`src/dac_chain_map.vh`:
```
`ifndef DAC_CHAIN_MAP_VH
`define DAC_CHAIN_MAP_VH

// ****************************************************************
// Serial word layout.
// ****************************************************************
`define DAC_SHIFT_WIDTH 16
`define DAC_CODE_WIDTH 10
`define DAC_CODE_MSB 11
`define DAC_CODE_LSB 2
`define DAC_SHORT_FRAME_BITS 5'h0C
`define DAC_BIT_COUNT_MAX 5'h1F

// ****************************************************************
// Reset values.
// ****************************************************************
`define DAC_CODE_RESET 10'h000
`define DAC_SHIFT_RESET 16'h0000

// ****************************************************************
// Code buffer shape.
// ****************************************************************
`define DAC_FIFO_DEPTH 16
`define DAC_FIFO_ADDR_W 4

`endif

```
`src/dac_code_fifo.v`:
```
`timescale 1ns/10ps
`default_nettype none

module dac_code_fifo #(
  parameter WIDTH = 10,
  parameter DEPTH = 16,
  parameter ADDR_W = 4
) (
  input wire clk_in,
  input wire rst_b_in,
  input wire in_valid_in,
  output wire in_ready_out,
  input wire [WIDTH-1:0] in_data_in,
  output wire out_valid_out,
  input wire out_ready_in,
  output wire [WIDTH-1:0] out_data_out
);

  reg [WIDTH-1:0] mem [0:DEPTH-1];
  reg [ADDR_W-1:0] wr_ptr_reg;
  reg [ADDR_W-1:0] rd_ptr_reg;
  reg [ADDR_W:0] count_reg;
  wire push;
  wire pop;

  // Full and empty come straight from the occupancy count.
  assign in_ready_out = (count_reg != DEPTH[ADDR_W:0]);
  assign out_valid_out = (count_reg != {(ADDR_W+1){1'b0}});
  assign out_data_out = mem[rd_ptr_reg];
  assign push = in_valid_in & in_ready_out;
  assign pop = out_valid_out & out_ready_in;

  always @(posedge clk_in) begin
    if (push) begin
      mem[wr_ptr_reg] <= in_data_in;
    end
  end

  always @(posedge clk_in or negedge rst_b_in) begin
    if (!rst_b_in) begin
      wr_ptr_reg <= {ADDR_W{1'b0}};
      rd_ptr_reg <= {ADDR_W{1'b0}};
      count_reg <= {(ADDR_W+1){1'b0}};
    end else begin
      if (push) begin
        wr_ptr_reg <= (wr_ptr_reg == DEPTH[ADDR_W-1:0] - 1'b1) ? {ADDR_W{1'b0}} :
                      wr_ptr_reg + 1'b1;
      end
      if (pop) begin
        rd_ptr_reg <= (rd_ptr_reg == DEPTH[ADDR_W-1:0] - 1'b1) ? {ADDR_W{1'b0}} :
                      rd_ptr_reg + 1'b1;
      end
      if (push && !pop) begin
        count_reg <= count_reg + 1'b1;
      end else if (pop && !push) begin
        count_reg <= count_reg - 1'b1;
      end
    end
  end

endmodule

`default_nettype wire

```
`src/dac_serial_load_chain.v`:
```
// Overview of operation
// Power-on reset clears the converter code register to all zeros.
// With select low, bits enter a 16-bit shift register, MSB first.
// Each shift clock rising edge shifts in the current serial input bit.
// Select rising edge copies the data bits into the converter code register; this design queues them in a 16-entry buffer until UPDATE_READY_IN is high.
// With select high, clock edges leave the shift register untouched.
// Host changes select only while the shift clock is low.
// Unchained host may send a short 12-bit frame, MSB first.
// Host may instead send 16 bits with four leading dummy bits.
// Meaningful bits are the 10-bit code then two zero sub-LSB bits.
// Code is straight unsigned binary; output is twice reference times code/1024.
// With select low, chain output changes only on shift clock falling edges.
// With select high, chain output holds its last bit and stays driven.
// Serial input reaches chain output after sixteen clocks plus half a clock.
// Chained hosts send 16-bit frames; one extra falling edge pushes data out.
// Byte hosts write two bytes per select period; others write once.
// Host limits full-scale code updates to about 80 kHz.
// Host keeps the shift clock low whenever select is high.
// Code is taken from bits 11 to 2; the two sub-LSB bits are ignored.
`timescale 1ns/10ps
`default_nettype none
`include "dac_chain_map.vh"

module dac_serial_load_chain #(
  parameter SHIFT_WIDTH = `DAC_SHIFT_WIDTH,
  parameter CODE_WIDTH = `DAC_CODE_WIDTH,
  parameter FIFO_DEPTH = `DAC_FIFO_DEPTH,
  parameter FIFO_ADDR_W = `DAC_FIFO_ADDR_W
) (
  input wire REF_CLK_IN,
  input wire RST_B_IN,
  input wire SELECT_N_IN,
  input wire SHIFT_CLOCK_IN,
  input wire SERIAL_IN_IN,
  input wire UPDATE_READY_IN,
  output wire CHAIN_OUT_OUT,
  output wire [CODE_WIDTH-1:0] DAC_CODE_OUT,
  output wire CODE_UPDATE_OUT,
  output wire BUFFER_READY_OUT,
  output wire OVERRUN_OUT,
  output wire SHORT_FRAME_OUT,
  output wire TIMING_FAULT_OUT,
  output wire [4:0] FRAME_BITS_OUT
);

  // ****************************************************************
  // Functions.
  // ****************************************************************
  function rise;
    input cur;
    input prev;
    begin
      rise = cur & ~prev;
    end
  endfunction

  function fall;
    input cur;
    input prev;
    begin
      fall = ~cur & prev;
    end
  endfunction

  // ****************************************************************
  // States.
  // ****************************************************************
  localparam [2:0] ST_IDLE = 3'h1;
  localparam [2:0] ST_SHIFT = 3'h2;
  localparam [2:0] ST_COMMIT = 3'h4;

  // ****************************************************************
  // Declarations.
  // ****************************************************************
  reg sel_sync1_reg;
  reg sel_sync2_reg;
  reg sel_prev_reg;
  reg sck_sync1_reg;
  reg sck_sync2_reg;
  reg sck_prev_reg;
  reg din_sync1_reg;
  reg din_sync2_reg;
  reg [2:0] state_reg;
  reg [2:0] state_next;
  reg [SHIFT_WIDTH-1:0] shift_reg;
  reg [SHIFT_WIDTH-1:0] shift_next;
  reg chain_reg;
  reg chain_next;
  reg [4:0] bit_count_reg;
  reg [4:0] bit_count_next;
  reg [CODE_WIDTH-1:0] code_reg;
  reg update_reg;
  reg overrun_reg;
  reg short_frame_reg;
  reg timing_fault_reg;
  wire sel_rise;
  wire sel_fall;
  wire sck_rise;
  wire sck_fall;
  wire push_valid;
  wire fifo_in_ready;
  wire fifo_out_valid;
  wire [CODE_WIDTH-1:0] fifo_out_data;
  wire [CODE_WIDTH-1:0] frame_code;
  wire code_load;

  // ****************************************************************
  // Input synchronisers and edge detection.
  // ****************************************************************
  always @(posedge REF_CLK_IN or negedge RST_B_IN) begin
    if (!RST_B_IN) begin
      sel_sync1_reg <= 1'b1;
      sel_sync2_reg <= 1'b1;
      sel_prev_reg <= 1'b1;
      sck_sync1_reg <= 1'b0;
      sck_sync2_reg <= 1'b0;
      sck_prev_reg <= 1'b0;
      din_sync1_reg <= 1'b0;
      din_sync2_reg <= 1'b0;
    end else begin
      sel_sync1_reg <= SELECT_N_IN;
      sel_sync2_reg <= sel_sync1_reg;
      sel_prev_reg <= sel_sync2_reg;
      sck_sync1_reg <= SHIFT_CLOCK_IN;
      sck_sync2_reg <= sck_sync1_reg;
      sck_prev_reg <= sck_sync2_reg;
      din_sync1_reg <= SERIAL_IN_IN;
      din_sync2_reg <= din_sync1_reg;
    end
  end

  assign sel_rise = rise(sel_sync2_reg, sel_prev_reg);
  assign sel_fall = fall(sel_sync2_reg, sel_prev_reg);
  assign sck_rise = rise(sck_sync2_reg, sck_prev_reg);
  assign sck_fall = fall(sck_sync2_reg, sck_prev_reg);

  // ****************************************************************
  // Frame state machine, shift register and chain output.
  // ****************************************************************
  always @* begin
    state_next = state_reg;
    shift_next = shift_reg;
    chain_next = chain_reg;
    bit_count_next = bit_count_reg;
    case (state_reg)
      ST_IDLE: begin
        // Clock edges are ignored here, so the shift register holds. R5
        if (sel_fall) begin
          state_next = ST_SHIFT;
          bit_count_next = 5'h00;
        end
      end
      ST_SHIFT: begin
        if (sel_rise) begin
          state_next = ST_COMMIT;
        end else begin
          if (sck_rise) begin
            // New bits enter at the bottom, so after sixteen clocks the first bit is on top. R2 R3
            shift_next = {shift_reg[SHIFT_WIDTH-2:0], din_sync2_reg};
            if (bit_count_reg != `DAC_BIT_COUNT_MAX) begin
              bit_count_next = bit_count_reg + 5'h01;
            end
          end
          if (sck_fall) begin
            // The bit leaving the top is shown half a clock after it arrives there. R11 R13 R14
            chain_next = shift_reg[SHIFT_WIDTH-1];
          end
        end
      end
      ST_COMMIT: begin
        state_next = ST_IDLE;
      end
      default: begin
        state_next = ST_IDLE;
      end
    endcase
  end

  always @(posedge REF_CLK_IN or negedge RST_B_IN) begin
    if (!RST_B_IN) begin
      state_reg <= ST_IDLE;
      shift_reg <= `DAC_SHIFT_RESET;
      chain_reg <= 1'b0;
      bit_count_reg <= 5'h00;
    end else begin
      state_reg <= state_next;
      shift_reg <= shift_next;
      chain_reg <= chain_next;
      bit_count_reg <= bit_count_next;
    end
  end

  // ****************************************************************
  // Code extraction and buffering.
  // ****************************************************************
  // The latch is the low twelve positions; the two sub-LSB bits are dropped. R18 R9
  assign frame_code = shift_reg[`DAC_CODE_MSB:`DAC_CODE_LSB];
  assign push_valid = (state_reg == ST_COMMIT);

  dac_code_fifo #(
    .WIDTH(CODE_WIDTH),
    .DEPTH(FIFO_DEPTH),
    .ADDR_W(FIFO_ADDR_W)
  ) i_dac_code_fifo (
    .clk_in(REF_CLK_IN),
    .rst_b_in(RST_B_IN),
    .in_valid_in(push_valid),
    .in_ready_out(fifo_in_ready),
    .in_data_in(frame_code),
    .out_valid_out(fifo_out_valid),
    .out_ready_in(UPDATE_READY_IN),
    .out_data_out(fifo_out_data)
  );

  assign code_load = fifo_out_valid & UPDATE_READY_IN;

  // ****************************************************************
  // Converter code register and frame status.
  // ****************************************************************
  always @(posedge REF_CLK_IN or negedge RST_B_IN) begin
    if (!RST_B_IN) begin
      code_reg <= `DAC_CODE_RESET;
      update_reg <= 1'b0;
      overrun_reg <= 1'b0;
      short_frame_reg <= 1'b0;
      timing_fault_reg <= 1'b0;
    end else begin
      update_reg <= code_load;
      if (code_load) begin
        // Stored as plain unsigned binary for the resistor string. R10 R4
        code_reg <= fifo_out_data;
      end
      // A frame lost to a full buffer stays flagged until the next frame starts.
      if (push_valid && !fifo_in_ready) begin
        overrun_reg <= 1'b1;
      end else if (sel_fall) begin
        overrun_reg <= 1'b0;
      end
      // Fewer than twelve clocks leave stale bits in the code positions. R7 R8 R15
      if (push_valid) begin
        short_frame_reg <= (bit_count_reg < `DAC_SHORT_FRAME_BITS);
      end
      // Select moving while the shift clock is high is flagged until the next frame. R6 R17
      if ((sel_rise || sel_fall) && sck_sync2_reg) begin
        timing_fault_reg <= 1'b1;
      end else if (sel_fall) begin
        timing_fault_reg <= 1'b0;
      end
    end
  end

  // ****************************************************************
  // Outputs.
  // ****************************************************************
  assign CHAIN_OUT_OUT = chain_reg;
  assign DAC_CODE_OUT = code_reg;
  assign CODE_UPDATE_OUT = update_reg;
  assign BUFFER_READY_OUT = fifo_in_ready;
  assign OVERRUN_OUT = overrun_reg;
  assign SHORT_FRAME_OUT = short_frame_reg;
  assign TIMING_FAULT_OUT = timing_fault_reg;
  assign FRAME_BITS_OUT = bit_count_reg;

endmodule

`default_nettype wire

```
`config.mk`:
```
export PLATFORM = sky130hd
export DESIGN_NAME = dac_serial_load_chain
export DESIGN_NICKNAME = d
export VERILOG_FILES = /design/src/dac_code_fifo.v /design/src/dac_serial_load_chain.v
export VERILOG_INCLUDE_DIRS = /design/src
export SDC_FILE = /design/constraint.sdc
export NUM_CORES = 1
export LEC_CHECK = 0
export BUFFER_PORTS_ARGS = -buffer_cell sky130_fd_sc_hd__clkbuf_2
export CAP_MARGIN = 20
export CELL_PAD_IN_SITES_DETAIL_PLACEMENT = 0
export CELL_PAD_IN_SITES_GLOBAL_PLACEMENT = 1
export CORE_UTILIZATION = 58
export CTS_CLUSTER_DIAMETER = 60
export DETAILED_ROUTE_END_ITERATION = 8
export PLACE_DENSITY_LB_ADDON = 0.1
export SLEW_MARGIN = 20
export SYNTH_ARGS = -nofsm -noshare
export SYNTH_HDL_FRONTEND = slang
export SYNTH_SLANG_ARGS = --single-unit
```
`constraint.sdc`:
```
create_clock -name REF_CLK_IN -period 4.9 [get_ports REF_CLK_IN]
set_input_delay 0.49 -clock REF_CLK_IN [delete_from_list [all_inputs] [get_ports REF_CLK_IN]]
set_output_delay 0.49 -clock REF_CLK_IN [all_outputs]
set_load 0.05 [all_outputs]
```
==> reports/summary.txt <==
# Max-Cap Violations - 0
Register bit total from synthesis - 220
Number of setup violations in the final report - 0
First-pass GRT wire length - 25600 um
Antenna viol nets, final - 0
Post-layout net count - 519
Final routed wirelength across all metal layers - 16500 um
Share of the synthesized area in the top cell type - 0.552
Final cycle utilization of the critical path - 0.659
Metal3 WL - 945 um
Sum of negative setup slack - 0 ns
Met2 wire length - 7900 um
Number of buffers inserted to repair setup after CTS - 0
Post-detailed-route via-to-cell ratio - 6.15
Cell-by-cell trace of the critical path - or4_4 -> o21a_1 -> inv_1 -> ha_1 -> inv_1 -> fa_1 -> a21o_1 -> a21oi_1 -> mux2i_1 -> xnor2_1
Clock-pin slew of the registers on the worst-case setup and hold paths - 0.06 ns
Path class of the lowest-slack min-delay path - input pin to flop
Net count after synthesis - 484
Part of the total power dissipated in sequential elements - 0.473
Required time reported for the critical path endpoint - 5.32 ns
Rows - 44
Nature of the critical path startpoint - flop
Overall via count from detail_route - 4297
Result of the run - complete, no violations
Die area - 0.0155 mm2
Crit-path slowest cell - sky130_fd_sc_hd__or4_4
Weighted congestion at the end of routability-driven global placement - 0.795
Iteration count of the initial detailed-routing pass - 5
RSZ-0062 raised after global routing - no
Max Fanout on Critical Path - 25
Initial cell density of the core - 0.597
Clock latency on the worst-skew pair - 0.49 ns
Peak VDD IR - 0.252 mV
Max-slew violations - 0
TritonCTS clock tree - yes
Peak clock frequency supported by timing - 310 MHz
Fraction of the yosys area taken by sequential cells - 0.725
Total standard cell area after synthesis - 0.00871 mm2
Port-buffer cells - 26
Post-layout instance area - 0.00969 mm2
Top layer reached by signal wires - met4
Post-Synthesis Cells - 464
Longest individual stage delay on the worst path - 0.58 ns
Post-route total power - 4810 uW
Largest cells by area after synthesis - sky130_fd_sc_hd__edfxtp_1, sky130_fd_sc_hd__dfrtp_1, sky130_fd_sc_hd__mux4_2
Via count of the first global-routing pass - 4419
HPWL after detailed placement - 10300 um
Clock period minus final worst setup slack - 3.23 ns
Hold Vio Cnt, Final - 0
Power density normalized to cell area - 496 mW/mm2
Proportion of total power due to net switching - 0.284
Clock power share - 0.342
Type of the worst setup path - flop to flop
Core ar. - 0.0146 mm2
Least-Margin Pin Slew - 1.03 ns
Average wire per cell in the routed design - 23.6 um
Mapped Avg Cell Area - 18.8 um2
Crit. End Element - flop
Top flip-flop cell by instance count after synthesis - sky130_fd_sc_hd__edfxtp_1
Cell area reported after detailed placement - 0.00898 mm2
Die height - 125 um
Post-synthesis cell type with the largest combined area - sky130_fd_sc_hd__edfxtp_1
Number of flops mapped to enable cells by yosys - 160
Initial DRC Count - 416
Fin Clk Skew - 0.0136 ns
H-tree Lvls - 1
Post-CTS Hold Fix Bufs - 0
Number of buffers on the longest clock path - 3
Post-cts sizing count - 0
Pin count of the biggest net entering global routing - 61
Residual overflow from global routing - 0
Worst-case headroom to the max-slew limit - 0.311
Hold slack final - 0.0794 ns
Antenna diodes - 0
Post-synth ARST share - 0.273
Share of post-route cells with drive strength above 1 - 0.258
Clock Tree Root - sky130_fd_sc_hd__clkbuf_16
CTS Sinks - 220
I/O pin total - 27
Overall Global Routing Usage - 0.222
Largest register FFs - 160
Combinational fraction of design power - 0.185
Die X - 125 um
YS warnings - 0
Arrival time of data at the critical path endpoint - 3.65 ns
Number of distinct standard cells referenced by the synthesized netlist - 49
Metal1 wirelength - 7380 um
Most used cell along the critical path - sky130_fd_sc_hd__inv_1
Initial antenna violation count - 0
DRC violations left - 0
Int Pwr - 3440 uW
Switching power total - 1370 uW
Reported leakage power - 0.00349 uW
Total CTS buffers - 23
Area added between synthesis and finish - 11.3%
Finished Core Util - 0.664
logic make-up after synthesis:
kind of cell / synth area share
fa+ha+maj: 0.0210
flops: 0.725
compound gates: 0.0422
buf+inv: 0.0218
mux: 0.151
xor+xnor: 0.00603
simple gates: 0.0329
cell usage after synthesis, drive strengths merged, types with 5 or more instances:
| master | number |
|---|---|
| mux2 | 30 |
| ha | 13 |
| o21ai | 8 |
| mux4 | 40 |
| nor3 | 5 |
| nand3 | 5 |
| nand2 | 13 |
| buf | 14 |
| o22ai | 22 |
| a21oi | 16 |
| xnor2 | 5 |
| clkbuf | 9 |
| edfxtp | 160 |
| nor2 | 16 |
| dfrtp | 56 |
| inv | 14 |
area by class of cell:
class	count	area [um2]
clock buffer	33	613
fill	973	4890
tap	184	230
sequential	220	6310
inverter	14	52.6
timing repair buffer	33	183
clock inverter	8	96.3
multi-input combinational	207	2210
metrics by stage:
step	std cells	setup slack, ns
final	699	1.67
after CTS	699	1.68
after global routing	699	1.52
after detailed placement	658	1.71
after floorplan	464	2.03
after global placement	658	1.79
metal layers:
layer | track usage | vias up
met1 | 0.328 | 2228
met2 | 0.356 | 132
met5 | 0 | -
met4 | 0.0532 | 0
met3 | 0.0309 | 22
li1 | - | 1915
worst paths after layout:
path                                                          start                                   endpoint  slack [ns]  cells after the start
max                        i_dac_code_fifo.count_reg[0]$_DFFE_PN0P_   i_dac_code_fifo.count_reg[4]$_DFFE_PN0P_        1.67                     10
min                                                     SELECT_N_IN                    sel_sync1_reg$_DFF_PN1_        0.08                      1
max reg2reg                i_dac_code_fifo.count_reg[0]$_DFFE_PN0P_   i_dac_code_fifo.count_reg[4]$_DFFE_PN0P_        1.67                     10
min reg2reg                                 din_sync1_reg$_DFF_PN0_                    din_sync2_reg$_DFF_PN0_        0.35                      0
max in group asynchronous                                  RST_B_IN                  shift_reg[15]$_DFFE_PN0P_        4.20                      2
min in group asynchronous                                  RST_B_IN  i_dac_code_fifo.rd_ptr_reg[2]$_DFFE_PN0P_        0.15                      2
worst max-delay path, delay by kind of cell, from the launching register on:
family,cells,cell delay (ns)
compound gates,3,0.84
buf+inv,2,0.30
mux,1,0.24
flops,1,0.45
xor+xnor,1,0.13
simple gates,1,0.58
fa+ha+maj,2,0.62
power groups by stage:
stage	clock, uW	combinational [uW]	sequential [uW]
global placement	0	885	2310
global route	1750	944	2300
detailed placement	0	890	2320
floorplan	0	667	2330
finish	1640	889	2280
CTS	1670	897	2280
cells in the final DEF, fill, tap and decap left out, types with 2 or more instances in the layout:
master,Yosys,final
sky130_fd_sc_hd__clkbuf_16,0,23
sky130_fd_sc_hd__ha_1,13,13
sky130_fd_sc_hd__mux2_4,2,2
sky130_fd_sc_hd__clkbuf_2,0,25
sky130_fd_sc_hd__mux2i_1,3,3
sky130_fd_sc_hd__mux2_2,28,28
sky130_fd_sc_hd__mux4_1,11,11
sky130_fd_sc_hd__mux4_2,29,29
sky130_fd_sc_hd__nand2b_1,3,3
sky130_fd_sc_hd__xnor2_1,5,5
sky130_fd_sc_hd__or4_1,2,2
sky130_fd_sc_hd__edfxtp_1,160,160
sky130_fd_sc_hd__buf_4,1,7
sky130_fd_sc_hd__dfstp_2,4,4
sky130_fd_sc_hd__clkbuf_1,9,10
sky130_fd_sc_hd__o21ai_0,7,7
sky130_fd_sc_hd__nand2_1,13,13
sky130_fd_sc_hd__a21o_1,4,4
sky130_fd_sc_hd__nor3_1,5,5
sky130_fd_sc_hd__bufinv_16,0,2
sky130_fd_sc_hd__clkinv_2,0,5
sky130_fd_sc_hd__o22ai_1,21,21
sky130_fd_sc_hd__o31ai_1,3,3
sky130_fd_sc_hd__nand3_1,5,5
sky130_fd_sc_hd__a21oi_1,16,16
sky130_fd_sc_hd__nor2_1,16,16
sky130_fd_sc_hd__dfrtp_1,56,55
sky130_fd_sc_hd__inv_1,14,14
Power figures use the tool's default switching activity.
